**src/rtl/dpram_host_regs.svh**
```systemverilog
// Timing constants and field positions for the dual-port memory host controller
`ifndef DPRAM_HOST_REGS_SVH
`define DPRAM_HOST_REGS_SVH

`define ADDR_W            16
`define DATA_W            8
`define FLAG_IDX_W        3
`define CLK_PERIOD_PS     5000
// Times in ps, as printed in ns times 1000
`define T_ADDR_SETUP_PS   0
`define T_WRITE_PULSE_PS  12000
`define T_TURNOFF_PS      10000
`define T_DATA_SETUP_PS   10000
`define T_READ_ACCESS_PS  15000
`define T_BUSY_DATA_PS    15000
`define T_SEM_W2R_PS      5000
`define T_WRITE_HOLD_PS   12000
`define T_DATA_HOLD_PS    0
// Least times round up, none below one cycle
`define CYC_UP(t)         (((t) + `CLK_PERIOD_PS - 1) / `CLK_PERIOD_PS)
`define CYC_MIN1(t)       ((`CYC_UP(t) < 1) ? 1 : `CYC_UP(t))
`define CNT_W             4
`define MAILBOX_LEFT      16'hFFFE
`define MAILBOX_RIGHT     16'hFFFF
`define FLAG_BIT          0

`endif

```
**src/rtl/dpram_host_pkg.sv**
```systemverilog
// Types shared by the dual-port memory host controller
package dpram_host_pkg;

  typedef struct packed {
    logic        write;    // 1 write, 0 read
    logic        flag;     // 1 semaphore flag, 0 array
    logic        oe_hold;  // keep output drive enabled during write
    logic [15:0] addr;
    logic [7:0]  wdata;
  } req_type;

  typedef struct packed {
    logic        port_sel_n;
    logic        flag_select_n;
    logic        write_n;
    logic        out_en_n;
    logic [15:0] addr;
  } pins_type;

  typedef enum logic [2:0] {
    ST_IDLE,
    ST_SETUP,
    ST_PULSE,
    ST_RECOVER,
    ST_READ,
    ST_GAP
  } state_type;

endpackage : dpram_host_pkg

```
**src/rtl/sync3.sv**
```systemverilog
// Three-stage synchroniser with agreement filter for asynchronous inputs
`timescale 1ns/1ps
module sync3 (
  input  wire logic sys_clk,  // System clock
  input  wire logic reset_n,  // Async reset, active low
  input  wire logic din,      // Asynchronous input
  output logic      dout      // Filtered level
);
  logic s1_reg;
  logic s2_reg;
  logic s3_reg;
  logic out_reg;
  logic out_next;

  always_comb begin
    out_next = out_reg;
    if (s2_reg == s3_reg) begin
      out_next = s3_reg;
    end
  end

  // Idle pin level of the active-low inputs is high
  always_ff @(posedge sys_clk or negedge reset_n) begin
    if (!reset_n) begin
      s1_reg  <= 1'b1;
      s2_reg  <= 1'b1;
      s3_reg  <= 1'b1;
      out_reg <= 1'b1;
    end else begin
      s1_reg  <= din;
      s2_reg  <= s1_reg;
      s3_reg  <= s2_reg;
      out_reg <= out_next;
    end
  end

  assign dout = out_reg;
endmodule : sync3

```
**src/rtl/dpram_host.sv**
```systemverilog
// Host controller driving one port of the dual-port static memory
`timescale 1ns/1ps
`include "dpram_host_regs.svh"
module dpram_host (
  input  wire logic                   sys_clk,        // 200 MHz clock
  input  wire logic                   reset_n,        // Async reset, active low
  input  wire logic                   req_valid,      // Request strobe
  input  wire dpram_host_pkg::req_type req,           // Request fields
  output logic                        req_ready,      // Idle, request taken
  output logic                        done,           // One-cycle completion pulse
  output logic [`DATA_W-1:0]          rdata,          // Read data, valid with done
  output logic                        flag_state,     // Semaphore bit, valid with done
  output logic                        mailbox_irq,    // Synchronised interrupt, high active
  output logic                        port_sel_n,     // Port select pin
  output logic                        flag_select_n,  // Semaphore select pin
  output logic                        write_n,        // Write strobe pin
  output logic                        out_en_n,       // Output enable pin
  output logic [`ADDR_W-1:0]          addr,           // Address pins
  input  wire logic [`DATA_W-1:0]     data_in,        // Data pins, input side
  output logic [`DATA_W-1:0]          data_out,       // Data pins, output side
  output logic                        data_oe_n,      // Data drive enable, low drives
  input  wire logic                   busy_n,         // Busy pin
  input  wire logic                   int_n           // Interrupt pin
);
  localparam int PULSE_A = `CYC_MIN1(`T_WRITE_PULSE_PS);
  localparam int PULSE_B = `CYC_MIN1(`T_TURNOFF_PS + `T_DATA_SETUP_PS);
  localparam int SETUP_C = `CYC_MIN1(`T_ADDR_SETUP_PS);
  localparam int READ_C  = `CYC_MIN1(`T_READ_ACCESS_PS > `T_BUSY_DATA_PS ?
                                     `T_READ_ACCESS_PS : `T_BUSY_DATA_PS);
  localparam int GAP_C   = `CYC_MIN1(`T_SEM_W2R_PS);
  localparam int HOLD_C  = `CYC_MIN1(`T_WRITE_HOLD_PS);
  localparam int HOLD_D  = `CYC_MIN1(`T_DATA_HOLD_PS);

  localparam logic [`CNT_W-1:0] PULSE_OE  = `CNT_W'(PULSE_A > PULSE_B ? PULSE_A : PULSE_B);
  localparam logic [`CNT_W-1:0] PULSE_OFF = `CNT_W'(PULSE_A);
  localparam logic [`CNT_W-1:0] SETUP_N   = `CNT_W'(SETUP_C);
  localparam logic [`CNT_W-1:0] READ_N    = `CNT_W'(READ_C);
  localparam logic [`CNT_W-1:0] GAP_N     = `CNT_W'(GAP_C);
  localparam logic [`CNT_W-1:0] HOLD_N    = `CNT_W'(HOLD_C);
  localparam logic [`CNT_W-1:0] DHOLD_N   = `CNT_W'(HOLD_D);

  // ****************************************************************
  // Input synchronisers
  // ****************************************************************
  logic busy_s;
  logic int_s;

  sync3 u_busy_sync (
    .sys_clk (sys_clk),
    .reset_n (reset_n),
    .din     (busy_n),
    .dout    (busy_s)
  );

  sync3 u_int_sync (
    .sys_clk (sys_clk),
    .reset_n (reset_n),
    .din     (int_n),
    .dout    (int_s)
  );

  // ****************************************************************
  // Access sequencer
  // ****************************************************************
  dpram_host_pkg::state_type state_reg;
  dpram_host_pkg::state_type state_next;
  dpram_host_pkg::req_type   cur_reg;
  dpram_host_pkg::req_type   cur_next;
  dpram_host_pkg::pins_type  pins_reg;
  dpram_host_pkg::pins_type  pins_next;
  logic [`CNT_W-1:0]         cnt_reg;
  logic [`CNT_W-1:0]         cnt_next;
  logic                      last_sem_wr_reg;
  logic                      last_sem_wr_next;
  logic [`DATA_W-1:0]        wdata_reg;
  logic [`DATA_W-1:0]        wdata_next;
  logic                      doe_n_reg;
  logic                      doe_n_next;
  logic [`DATA_W-1:0]        rdata_reg;
  logic [`DATA_W-1:0]        rdata_next;
  logic                      flag_reg;
  logic                      flag_next;
  logic                      done_reg;
  logic                      done_next;
  logic                      irq_reg;

  // Select pattern for the access kind
  function automatic logic [1:0] sel_of(input logic is_flag);
    sel_of = is_flag ? 2'b10 : 2'b01;
  endfunction : sel_of

  always_comb begin
    state_next       = state_reg;
    cur_next         = cur_reg;
    pins_next        = pins_reg;
    cnt_next         = cnt_reg;
    last_sem_wr_next = last_sem_wr_reg;
    wdata_next       = wdata_reg;
    doe_n_next       = doe_n_reg;
    rdata_next       = rdata_reg;
    flag_next        = flag_reg;
    done_next        = 1'b0;
    case (state_reg)
      dpram_host_pkg::ST_IDLE: begin
        if (req_valid) begin
          cur_next  = req;
          // Address moves only with both strobes high
          pins_next.addr = req.addr;
          if (last_sem_wr_reg && req.flag && !req.write) begin
            state_next = dpram_host_pkg::ST_GAP;
            cnt_next   = GAP_N;
          end else begin
            state_next = dpram_host_pkg::ST_SETUP;
            cnt_next   = SETUP_N;
          end
        end
      end
      dpram_host_pkg::ST_GAP: begin
        if (cnt_reg <= `CNT_W'(1)) begin
          state_next = dpram_host_pkg::ST_SETUP;
          cnt_next   = SETUP_N;
        end else begin
          cnt_next = cnt_reg - `CNT_W'(1);
        end
      end
      dpram_host_pkg::ST_SETUP: begin
        {pins_next.port_sel_n, pins_next.flag_select_n} = sel_of(cur_reg.flag);
        // Selects go down one cycle ahead of the strobe
        if (cnt_reg <= `CNT_W'(1) &&
            {pins_reg.port_sel_n, pins_reg.flag_select_n} == sel_of(cur_reg.flag)) begin
          if (cur_reg.write) begin
            // Strobe falls with select already down, memory stays off the bus unless oe_hold is set
            pins_next.write_n  = 1'b0;
            pins_next.out_en_n = !cur_reg.oe_hold;
            wdata_next         = cur_reg.flag ?
                                 {{(`DATA_W-1){1'b1}}, cur_reg.wdata[`FLAG_BIT]} :
                                 cur_reg.wdata;
            doe_n_next         = 1'b0;
            cnt_next           = cur_reg.oe_hold ? PULSE_OE : PULSE_OFF;
            state_next         = dpram_host_pkg::ST_PULSE;
          end else begin
            pins_next.out_en_n = 1'b0;
            cnt_next           = READ_N;
            state_next         = dpram_host_pkg::ST_READ;
          end
        end else begin
          cnt_next = cnt_reg - `CNT_W'(1);
        end
      end
      dpram_host_pkg::ST_PULSE: begin
        if (!busy_s && !cur_reg.flag) begin
          // Far side holds the word; keep strobe low and restart hold
          cnt_next = HOLD_N;
        end else if (cnt_reg <= `CNT_W'(1)) begin
          pins_next.write_n       = 1'b1;
          pins_next.port_sel_n    = 1'b1;
          pins_next.flag_select_n = 1'b1;
          pins_next.out_en_n      = 1'b1;
          last_sem_wr_next        = cur_reg.flag;
          cnt_next                = DHOLD_N;
          state_next              = dpram_host_pkg::ST_RECOVER;
        end else begin
          cnt_next = cnt_reg - `CNT_W'(1);
        end
      end
      dpram_host_pkg::ST_RECOVER: begin
        // Data stays driven one cycle past the strobe rise
        if (cnt_reg <= `CNT_W'(1)) begin
          doe_n_next = 1'b1;
          done_next  = 1'b1;
          state_next = dpram_host_pkg::ST_IDLE;
        end else begin
          cnt_next = cnt_reg - `CNT_W'(1);
        end
      end
      dpram_host_pkg::ST_READ: begin
        // Busy low stretches the wait for the far write to land
        if (!busy_s) begin
          cnt_next = READ_N;
        end else if (cnt_reg <= `CNT_W'(1)) begin
          rdata_next              = data_in;
          flag_next               = data_in[`FLAG_BIT];
          pins_next.out_en_n      = 1'b1;
          pins_next.port_sel_n    = 1'b1;
          pins_next.flag_select_n = 1'b1;
          last_sem_wr_next        = 1'b0;
          done_next               = 1'b1;
          state_next              = dpram_host_pkg::ST_IDLE;
        end else begin
          cnt_next = cnt_reg - `CNT_W'(1);
        end
      end
      default: begin
        state_next = dpram_host_pkg::ST_IDLE;
      end
    endcase
  end

  always_ff @(posedge sys_clk or negedge reset_n) begin
    if (!reset_n) begin
      state_reg       <= dpram_host_pkg::ST_IDLE;
      cur_reg         <= '0;
      pins_reg        <= {1'b1, 1'b1, 1'b1, 1'b1, {`ADDR_W{1'b0}}};
      cnt_reg         <= '0;
      last_sem_wr_reg <= 1'b0;
      wdata_reg       <= '0;
      doe_n_reg       <= 1'b1;
      rdata_reg       <= '0;
      flag_reg        <= 1'b0;
      done_reg        <= 1'b0;
      irq_reg         <= 1'b0;
    end else begin
      state_reg       <= state_next;
      cur_reg         <= cur_next;
      pins_reg        <= pins_next;
      cnt_reg         <= cnt_next;
      last_sem_wr_reg <= last_sem_wr_next;
      wdata_reg       <= wdata_next;
      doe_n_reg       <= doe_n_next;
      rdata_reg       <= rdata_next;
      flag_reg        <= flag_next;
      done_reg        <= done_next;
      irq_reg         <= !int_s;
    end
  end

  // Ready cannot come straight from a flop-free decode; idle state is registered
  logic ready_reg;
  always_ff @(posedge sys_clk or negedge reset_n) begin
    if (!reset_n) begin
      ready_reg <= 1'b0;
    end else begin
      ready_reg <= (state_next == dpram_host_pkg::ST_IDLE) && !(req_valid && ready_reg);
    end
  end

  assign req_ready     = ready_reg;
  assign done          = done_reg;
  assign rdata         = rdata_reg;
  assign flag_state    = flag_reg;
  assign mailbox_irq   = irq_reg;
  assign port_sel_n    = pins_reg.port_sel_n;
  assign flag_select_n = pins_reg.flag_select_n;
  assign write_n       = pins_reg.write_n;
  assign out_en_n      = pins_reg.out_en_n;
  assign addr          = pins_reg.addr;
  assign data_out      = wdata_reg;
  assign data_oe_n     = doe_n_reg;
endmodule : dpram_host

```
**config.mk**
```make
export PLATFORM = sky130hd
export DESIGN_NAME = dpram_host
export DESIGN_NICKNAME = d
export VERILOG_FILES = /design/src/rtl/dpram_host_pkg.sv /design/src/rtl/sync3.sv /design/src/rtl/dpram_host.sv
export VERILOG_INCLUDE_DIRS = /design/src /design/src/rtl
export SDC_FILE = /design/constraint.sdc
export NUM_CORES = 1
export LEC_CHECK = 0
export BUFFER_PORTS_ARGS = -buffer_cell sky130_fd_sc_hd__buf_2
export CAP_MARGIN = 0
export CORE_ASPECT_RATIO = 1.25
export CORE_UTILIZATION = 56
export CTS_CLUSTER_SIZE = 12
export DETAILED_ROUTE_END_ITERATION = 8
export PLACE_DENSITY = 0.83
export SLEW_MARGIN = 10
export SYNTH_ARGS = -nofsm -noshare
export SYNTH_HDL_FRONTEND = slang
export SYNTH_SLANG_ARGS = --single-unit
```
**constraint.sdc**
```tcl
create_clock -name sys_clk -period 3.8 [get_ports sys_clk]
set_input_delay 0.76 -clock sys_clk [delete_from_list [all_inputs] [get_ports sys_clk]]
set_output_delay 0.76 -clock sys_clk [all_outputs]
set_load 0.02 [all_outputs]
```
==> run metrics, run 1 <==
Clock Power Share 0.186; area of the multi-input gates 0.00110 mm^2; largest net degree at the start of global routing 36; Worst VDD drop 0.620 mV; antenna-violating nets left 0; FP Rows 28; initial antenna violation count 0; NetSw around 1.1 mW; clk_skew between 0.01 and 0.015 ns; Setup WS pre-CTS 1.35 ns; status finished clean; Avg WL per Cell ~15 um; later-pin clock latency in the skew report 0.34 ns; P per Cell Area 834 mW/mm^2; Pint roughly 1.8 mW; CP max FO 22; cts bufs inserted 9; worst hold path cell count 0; DRC Markers 0; critical path required time 4.02 ns; startpoint types register; Setup TNS 0 ns; final WL 5.72 mm; crit path DAT between 2 and 3 ns; FMAX 412 MHz; fill cell count ~350; Comb pwr share 0.396; total grt overflow 0; Synth cell types between 50 and 60; gr usage total 0.224; Final WS setup 1.37 ns; most common cell after layout, fill and taps aside buf_2; Clk pin slew, worst setup/hold paths 0.08 ns; Iteration-0 DRC Markers 99; nets about 360; hold-fix buffers at CTS 0; design area 0.00351 mm^2; Worst Reg-to-Reg Cells 4; period utilisation layout 0.638; final core utilization 0.720; Period minus WS final roughly 2.4 ns; Primary FF master, synth dfrtp_1; max reg flops 16; r2r setup slk 1.37 ns; Leak 1.62 nW; # setup viols final 0; core area about 0.0049 mm^2; sequential-to-total area share from yosys stat 0.582; die area 0.00549 mm^2; share of layout cells above drive strength 1 0.489; switching share of power 0.393; TritonCTS clock tree done; Post-synth ARST share 1.00; EDFF count, synth 0; cell area after synthesis 0.00291 mm^2; Slew Viols, Final 0; Horiz. Die Dim 66.5 um; hold violation count in the final report 0; first drt pass iteration count 4; global-route wire length before repair ~9 mm; Synth Warn # 0; DP Area 0.00332 mm^2; H-tree depth 3; max_cap viols 0; number of global-route vias before repair ~2100; Area growth syn-to-layout 20.7%; Yosys reg bits 67; mean area per synthesized cell 12.4 um^2; CTS Sinks 67; cell count after synthesis 234; Via Count 2127; crit path kind reg2reg; Longest Clk Path Bufs 2; Max-slew headroom 0.368; HPWL Detailed 4.07 mm; hold crit path type reg2reg; post_cts resized 0; die height 82.6 um; most frequent cells in the layout buf_2, dfrtp_1, mux2_2; sequential share of power 0.418; ANT cells 0; # port buffers 80; Final GP Congestion 0.898; Crit. End Element register; Ports 81; # Post-CTS Setup Buffers 0; Register Area 0.00169 mm^2; unrepaired setup endpoints after global routing false; syn nets 277; initial core utilization 0.597; CTS root buf clkbuf_8; routed vias/inst approximately 5.6; worst-margin pin slew 0.948 ns
cells in the mapped netlist (2+ instances only):
master	instances	area, um^2
and3_1	2	12.5
o31ai_1	2	15.0
inv_1	6	22.5
dfrtp_1	54	1350
a21o_1	3	22.5
nand2_1	15	56.3
mux2_2	37	417
clkbuf_1	6	22.5
nand3_1	2	10.0
dfstp_2	13	342
o22ai_1	3	18.8
nor2b_1	6	37.5
nor3_1	2	10.0
a31oi_1	2	12.5
o21ai_0	10	50.1
a22oi_1	3	22.5
maj3_1	2	20.0
a21oi_1	9	45.0
ha_1	3	37.5
nor2_1	22	82.6
buf_2	2	10.0
logic make-up after synthesis:
logic type | share of synthesized area
flip-flops | 0.582
AND/OR/NAND/NOR | 0.0955
AO/OA/AOI/OAI | 0.118
multiplexers | 0.143
buffers and inverters | 0.0383
adder cells (fa/ha/maj) | 0.0198
XOR/XNOR | 0.00301
power groups by stage:
| stage | Sequential (mW) | Clock [mW] | Combinational, mW |
|---|---|---|---|
| CTS | 1.22 | 0.558 | 1.16 |
| global route | 1.26 | 0.585 | 1.26 |
| detailed placement | 1.23 | 0 | 1.15 |
| finish | 1.22 | 0.546 | 1.16 |
| floorplan | 1.36 | 0 | 0.694 |
| global placement | 1.22 | 0 | 1.12 |
final timing paths:
check	from	end
max reg2reg	state_reg[0]	addr[12]
min	u_busy_sync.s1_reg	u_busy_sync.s2_reg
max	state_reg[0]	addr[12]
max in group asynchronous	reset_n	port_sel_n
min reg2reg	u_busy_sync.s1_reg	u_busy_sync.s2_reg
min in group asynchronous	reset_n	rdata[5]
final cells by class:
class                           instances  area share
Sequential cell                        67       0.483
Multi-Input combinational cell        148       0.315
Timing Repair Buffer                   83       0.121
Clock buffer                           11      0.0432
Tap cell                               60      0.0214
Clock inverter                          5      0.0103
Inverter                                7     0.00749
layer usage:
| layer | wire length, um | track usage |
|---|---|---|
| met5 | 0 | 0 |
| met4 | 131 | 0.136 |
| met3 | 369 | 0.0632 |
| met2 | 2890 | 0.371 |
| met1 | 2330 | 0.258 |
critical path, stage by stage, from the launching register on:
cell	delay (ns)
dfrtp_1	0.58
inv_1	0.25
and3_1	0.81
buf_4	0.31
mux2_2	0.35
per-stage QoR:
| step | total power, mW | hold slack, ns | std cells |
|---|---|---|---|
| final | 2.93 | 0.350 | 381 |
| after CTS | 2.94 | 0.357 | 381 |
| after floorplan | 2.05 | 0.345 | 234 |
| after global routing | 3.10 | 0.350 | 381 |
| after global placement | 2.34 | 0.346 | 365 |
| after detailed placement | 2.38 | 0.347 | 365 |
(Power assumes the default switching activity.)
==> run 2, diff against run 1 <==
--- a/config.mk
+++ b/config.mk
@@ -6,13 +6,14 @@
 export SDC_FILE = /design/constraint.sdc
 export NUM_CORES = 1
 export LEC_CHECK = 0
+export ABC_AREA = 1
 export BUFFER_PORTS_ARGS = -buffer_cell sky130_fd_sc_hd__buf_2
 export CAP_MARGIN = 0
 export CORE_ASPECT_RATIO = 1.25
-export CORE_UTILIZATION = 56
+export CORE_UTILIZATION = 47
 export CTS_CLUSTER_SIZE = 12
 export DETAILED_ROUTE_END_ITERATION = 8
-export PLACE_DENSITY = 0.83
+export PLACE_DENSITY = 0.74
 export SLEW_MARGIN = 10
 export SYNTH_ARGS = -nofsm -noshare
 export SYNTH_HDL_FRONTEND = slang
==> constraint.sdc (replaced) <==
create_clock -name sys_clk -period 2.2 [get_ports sys_clk]
set_input_delay 0.44 -clock sys_clk [delete_from_list [all_inputs] [get_ports sys_clk]]
set_output_delay 0.44 -clock sys_clk [all_outputs]
set_load 0.02 [all_outputs]
==> run 2 against run 1 <==
Net effect:
- non-clock buffer count unchanged
- die area up 20%
- area after synthesis increased by 1.2%
- critical path type unchanged
- largest cell class unchanged
- highest routed layer unchanged
==> run metrics, run 2 <==
largest net degree at the start of global routing 68; Leak between 2 and 2.5 nW; # Post-CTS Setup Buffers 0; Ports 81; EDFF count, synth 0; most instantiated cells after synthesis nand2_1, dfrtp_1, inv_1, nor2_1, nand3_1; hold crit path type in2async; Longest Clk Path Bufs 2; # port buffers 80; max incr delay on CP 0.42 ns; most common cell after layout, fill and taps aside nand2_1; CTS Sinks 67; core area around 0.006 mm^2; Worst VDD drop 0.784 mV; Iteration-0 DRC Markers approximately 110; P per Cell Area 1540 mW/mm^2; max reg flops 16; most frequent cells in the layout nand2_1, buf_2, dfrtp_1; cell area after synthesis 0.00294 mm^2; sequential-to-total area share from yosys stat 0.575; HPWL Detailed 4.11 mm; CP max stage cell dfrtp_1; Area contributors post-synth dfrtp_1, nand2_1, dfstp_2, inv_1, nor2_1; die height 90.5 um; mean area per synthesized cell 8.92 um^2; Synth area leader dfrtp_1; Max-slew headroom 0.759; Primary FF master, synth dfrtp_1; period utilisation layout 0.872; Horiz. Die Dim 72.8 um; worst-margin pin slew 0.361 ns; DRC Markers 0; Crit. End Element register; hold violation count in the final report 0; crit path kind reg2reg; fill cell count 508; Register Area 0.00169 mm^2; cell count after synthesis 330; post_cts resized 0; later-pin clock latency in the skew report 0.34 ns; antenna-violating nets left 0; ANT cells 0; Setup TNS 0 ns; unrepaired setup endpoints after global routing false; FMAX 521 MHz; Synth Warn # 0; TritonCTS clock tree done; Pwr Total around 5.6 mW; Avg WL per Cell between 10 and 15 um; critical path required time between 2 and 2.5 ns; syn nets 373; Slew Viols, Final 0; area of the multi-input gates 0.00109 mm^2; final WL roughly 5.7 mm; # setup viols final 0; initial antenna violation count 0; nets 459; Synth cell types 27; Via Count 2374; CP Cell Sequence inv_1 > ha_1 > nor2_1 > inv_1 > nand2_2 > ha_1 > nand2_1 > nand3b_1 > nor2_1 > a21oi_1; clk_skew 0.00893 ns; Worst Reg-to-Reg Cells 10; cts bufs inserted 9; crit path DAT 2.15 ns; status finished clean; DP Area 0.00344 mm^2; first drt pass iteration count 4; startpoint types register; share of layout cells above drive strength 1 0.325; top-count cell post-synth nand2_1; Clk pin slew, worst setup/hold paths 0.08 ns; H-tree depth 3; die area between 0.006 and 0.007 mm^2; Synth top area share 0.459; Period minus WS final 1.92 ns; CTS root buf clkbuf_8; CP max FO 8; final core utilization 0.617; global-route wire length before repair 10.1 mm; total grt overflow 0; Final GP Congestion 0.850; Final Hold Slack 0.106 ns; Area growth syn-to-layout 24.4%; design area 0.00366 mm^2; Post-synth ARST share 1.00; max_cap viols 0; gr usage total 0.200; Yosys reg bits between 60 and 70; initial core utilization 0.496; routed vias/inst about 4.7; number of global-route vias before repair 2329; FP Rows 31; hold-fix buffers at CTS 0
## run 2: cell count changes in the layout (fill, tap and decap cells not counted), moves of 6 or more
| cell | delta |
|---|---|
| nand2_1 | +109 |
| mux2_2 | -30 |
| inv_1 | +20 |
| nand3_1 | +16 |
| o21ai_1 | +13 |
| a21oi_1 | -6 |
| nor2b_1 | -6 |
## run 2: layout make-up
cell class	count	share of cell area
multi-input combinational	224	0.298
tap	82	0.0280
clock inverter	6	0.0239
clock buffer	10	0.0376
inverter	31	0.0318
sequential	67	0.462
timing repair buffer	83	0.119
## run 2: path summary, 6_finish.rpt
kind / start / to / slack [ns]
worst min-delay path: reset_n / cur_reg[7] / 0.11
worst max-delay path: cnt_reg[0] / cnt_reg[0] / 0.28
worst min register to register: u_int_sync.s1_reg / u_int_sync.s2_reg / 0.36
min in group sys_clk: busy_n / u_busy_sync.s1_reg / 0.20
max in group asynchronous: reset_n / u_busy_sync.s3_reg / 1.76
worst max register to register: cnt_reg[0] / cnt_reg[0] / 0.28
## run 2: power breakdown
group | switching (mW) | internal (mW)
Combinational | 1.57 | 0.841
Sequential | 0.325 | 1.77
Clock | 0.464 | 0.671
## run 2: logic make-up (layout without fill, tap and decap cells)
family / after synthesis / in the layout / synth area share
AND/OR/NAND/NOR: 185 / 185 / 0.272
multiplexers: 8 / 8 / 0.0306
adder cells (fa/ha/maj): 5 / 5 / 0.0196
XOR/XNOR: 2 / 2 / 0.00595
flip-flops: 67 / 67 / 0.575
AO/OA/AOI/OAI: 24 / 24 / 0.0416
buffers and inverters: 39 / 130 / 0.0548
## run 2: metal layers
layer / global-route usage / vias up / part of all wire
met3: 0.0826 / 6 / 0.063
li1: - / 1205 / -
met2: 0.312 / 77 / 0.48
met4: 0.0866 / 0 / 0.012
met1: 0.241 / 1086 / 0.45
met5: 0 / - / 0
## run 2: metrics by stage
step                      instances  setup slack (ns)
after detailed placement        487             0.304
final                           503             0.282
after global placement          487             0.404
after CTS                       503             0.290
after floorplan                 330             0.481
after global routing            503             0.126
## run 2: critical path, delay by kind of cell (launching register included)
family,cells,cell delay [ns]
buffers and inverters,2,0.20
adder cells (fa/ha/maj),2,0.48
AO/OA/AOI/OAI,1,0.06
flip-flops,1,0.42
AND/OR/NAND/NOR,5,0.65
==> run 3, diff against run 2 <==
--- a/config.mk
+++ b/config.mk
@@ -17,4 +17,5 @@
 export SLEW_MARGIN = 10
 export SYNTH_ARGS = -nofsm -noshare
 export SYNTH_HDL_FRONTEND = slang
+export SYNTH_HIERARCHICAL = 1
 export SYNTH_SLANG_ARGS = --single-unit
==> run 3 against run 2 <==
Net effect:
- clock skew increased by 0.00069 ns
- area after synthesis increased by 1.6%
- first-iteration DRC count increased by 26%
- largest cell class unchanged
==> run metrics, run 3 <==
status finished clean; Pwr Total 5.63 mW; fill cell count 555; first drt pass iteration count 4; CP max FO 19; number of global-route vias before repair approximately 2400; mean area per synthesized cell a little under 9 um^2; P per Cell Area 1520 mW/mm^2; Synth cell types 25; Leak 2.05 nW; die area 0.00669 mm^2; Post-synth ARST share 1.00; sequential-to-total area share from yosys stat 0.566; unrepaired setup endpoints after global routing false; EDFF count, synth 0; CTS root buf clkbuf_8; HPWL Detailed 4.40 mm; total grt overflow 0; cts bufs inserted 9; CTS Sinks 67; critical path required time approximately 2.4 ns; TritonCTS clock tree done; non-filler instance count after layout 512; Slew Viols, Final 0; largest net degree at the start of global routing 68; post_cts resized 0; hold crit path type in2async; Avg WL per Cell 11.9 um; Period minus WS final 1.88 ns; startpoint types register; Pint 3.19 mW; CP Cell Sequence inv_1 > ha_1 > nor2_1 > nor2_4 > nand4_4 > nand2_1 > inv_1 > nand2_1 > nor2_1; cell count after synthesis 336; most instantiated cells after synthesis nand2_1, dfrtp_1, inv_1, nand3_1, nor2_1; die height ~91 um; Crit path max-delay family simple AND/OR/NAND/NOR gates; H-tree depth 3; nets 465; DP Area 0.00349 mm^2; Clock Power Share 0.185; Final GP Congestion between 0.8 and 0.9; buffer and inverter count on the worst path 2; FP Rows 32; top-count cell post-synth nand2_1; Ports 81; max incr delay on CP 0.41 ns; routed vias/inst ~4.8; cell area after synthesis 0.00299 mm^2; global-route wire length before repair 10.6 mm; antenna-violating nets left 0; Setup TNS 0 ns; clk_skew 0.00962 ns; share of layout cells above drive strength 1 0.330; most common cell after layout, fill and taps aside nand2_1; syn nets around 380; Primary FF master, synth dfrtp_1; Max-slew headroom 0.729; crit path DAT approximately 2.1 ns; crit path kind reg2reg; Synth top area share 0.452; Worst VDD drop 0.693 mV; ANT cells 0; Longest Clk Path Bufs 2; final WL between 6 and 7 mm; Clk pin slew, worst setup/hold paths 0.08 ns; # Post-CTS Setup Buffers 0; gr usage total 0.209; Yosys reg bits 67; Area contributors post-synth dfrtp_1, nand2_1, dfstp_2, nand3_1, inv_1; Setup WS pre-CTS 0.330 ns; initial core utilization 0.485; FMAX 532 MHz; worst-margin pin slew 0.406 ns; period utilisation layout 0.855; hold-fix buffers at CTS 0; Final WS setup 0.319 ns; Crit. End Element register; hold violation count in the final report 0; Horiz. Die Dim 73.4 um; max_cap viols 0; most frequent cells in the layout nand2_1, buf_2, dfrtp_1; Area growth syn-to-layout 23.3%; DRC Markers 0; Iteration-0 DRC Markers 140; Comb pwr share 0.442; switching share of power 0.433; placed insts slightly below 500; later-pin clock latency in the skew report 0.34 ns; # port buffers 80; core area 0.00617 mm^2; sequential share of power 0.374; NetSw 2.44 mW; initial antenna violation count 0; Via Count roughly 2400; # setup viols final 0; CP max stage cell dfrtp_1; Synth area leader dfrtp_1; max reg flops 16; Synth Warn # 6; design area 0.00369 mm^2
-- run 3: worst register-to-register path, delay by kind of cell (launching register included) --
kind	cells	cell delay, ns
fa+ha+maj	1	0.23
buf+inv	2	0.16
flops	1	0.41
simple gates	6	0.98
-- run 3: path summary, 6_finish.rpt --
kind                                         start                 end  slack [ns]  depth (start not counted)
worst min register to register  u_busy_sync/s1_reg  u_busy_sync/s2_reg        0.36                          0
worst min-delay path                       reset_n            rdata[3]        0.11                          2
worst max register to register          cnt_reg[0]           req_ready        0.32                          9
worst max-delay path                    cnt_reg[0]           req_ready        0.32                          9
min in group sys_clk                         int_n   u_int_sync/s1_reg        0.19                          1
max in group asynchronous                  reset_n   u_int_sync/s1_reg        1.77                          2
-- run 3: stage by stage --
| step | util | hold slack (ns) |
|---|---|---|
| 6_report | 0.598 | 0.109 |
| 5_1_grt | 0.598 | 0.134 |
| 4_1_cts | 0.598 | 0.112 |
| 3_5_place_dp | 0.566 | 0.347 |
| 3_3_place_gp | 0.566 | 0.346 |
| 2_1_floorplan | - | 0.144 |
-- run 3: cells by family (layout without fill, tap and decap cells) --
logic type | after synthesis | count (layout) | share of synthesized area
AND/OR/NAND/NOR | 182 | 182 | 0.257
flip-flops | 67 | 67 | 0.566
buffers and inverters | 43 | 134 | 0.0606
AO/OA/AOI/OAI | 31 | 31 | 0.0682
multiplexers | 8 | 8 | 0.0301
adder cells (fa/ha/maj) | 3 | 3 | 0.0125
XOR/XNOR | 2 | 2 | 0.00586
-- run 3: power groups by stage --
stage          registers (mW)  clock network, mW  logic [mW]
5_1_grt                  2.18               1.12        2.79
6_report                 2.10               1.04        2.49
2_1_floorplan            2.46                  0        1.45
3_5_place_dp             2.12                  0        2.51
3_3_place_gp             2.11                  0        2.45
4_1_cts                  2.11               1.06        2.52
-- run 3: layout make-up --
class                           count  area (um^2)  area share
Clock buffer                       11          141      0.0383
Sequential cell                    67         1690       0.459
Multi-Input combinational cell    226         1120       0.303
Timing Repair Buffer               84          443       0.120
Tap cell                           85          106      0.0288
Inverter                           34          128      0.0346
Clock inverter                      5         61.3      0.0166
-- run 3: layer usage --
metal  track usage  vias up  wire (um)
li1              -     1220          -
met1         0.238     1134       2460
met2         0.359       72       3200
met3        0.0455       10        310
met4         0.109        0        111
met5             0        -          0
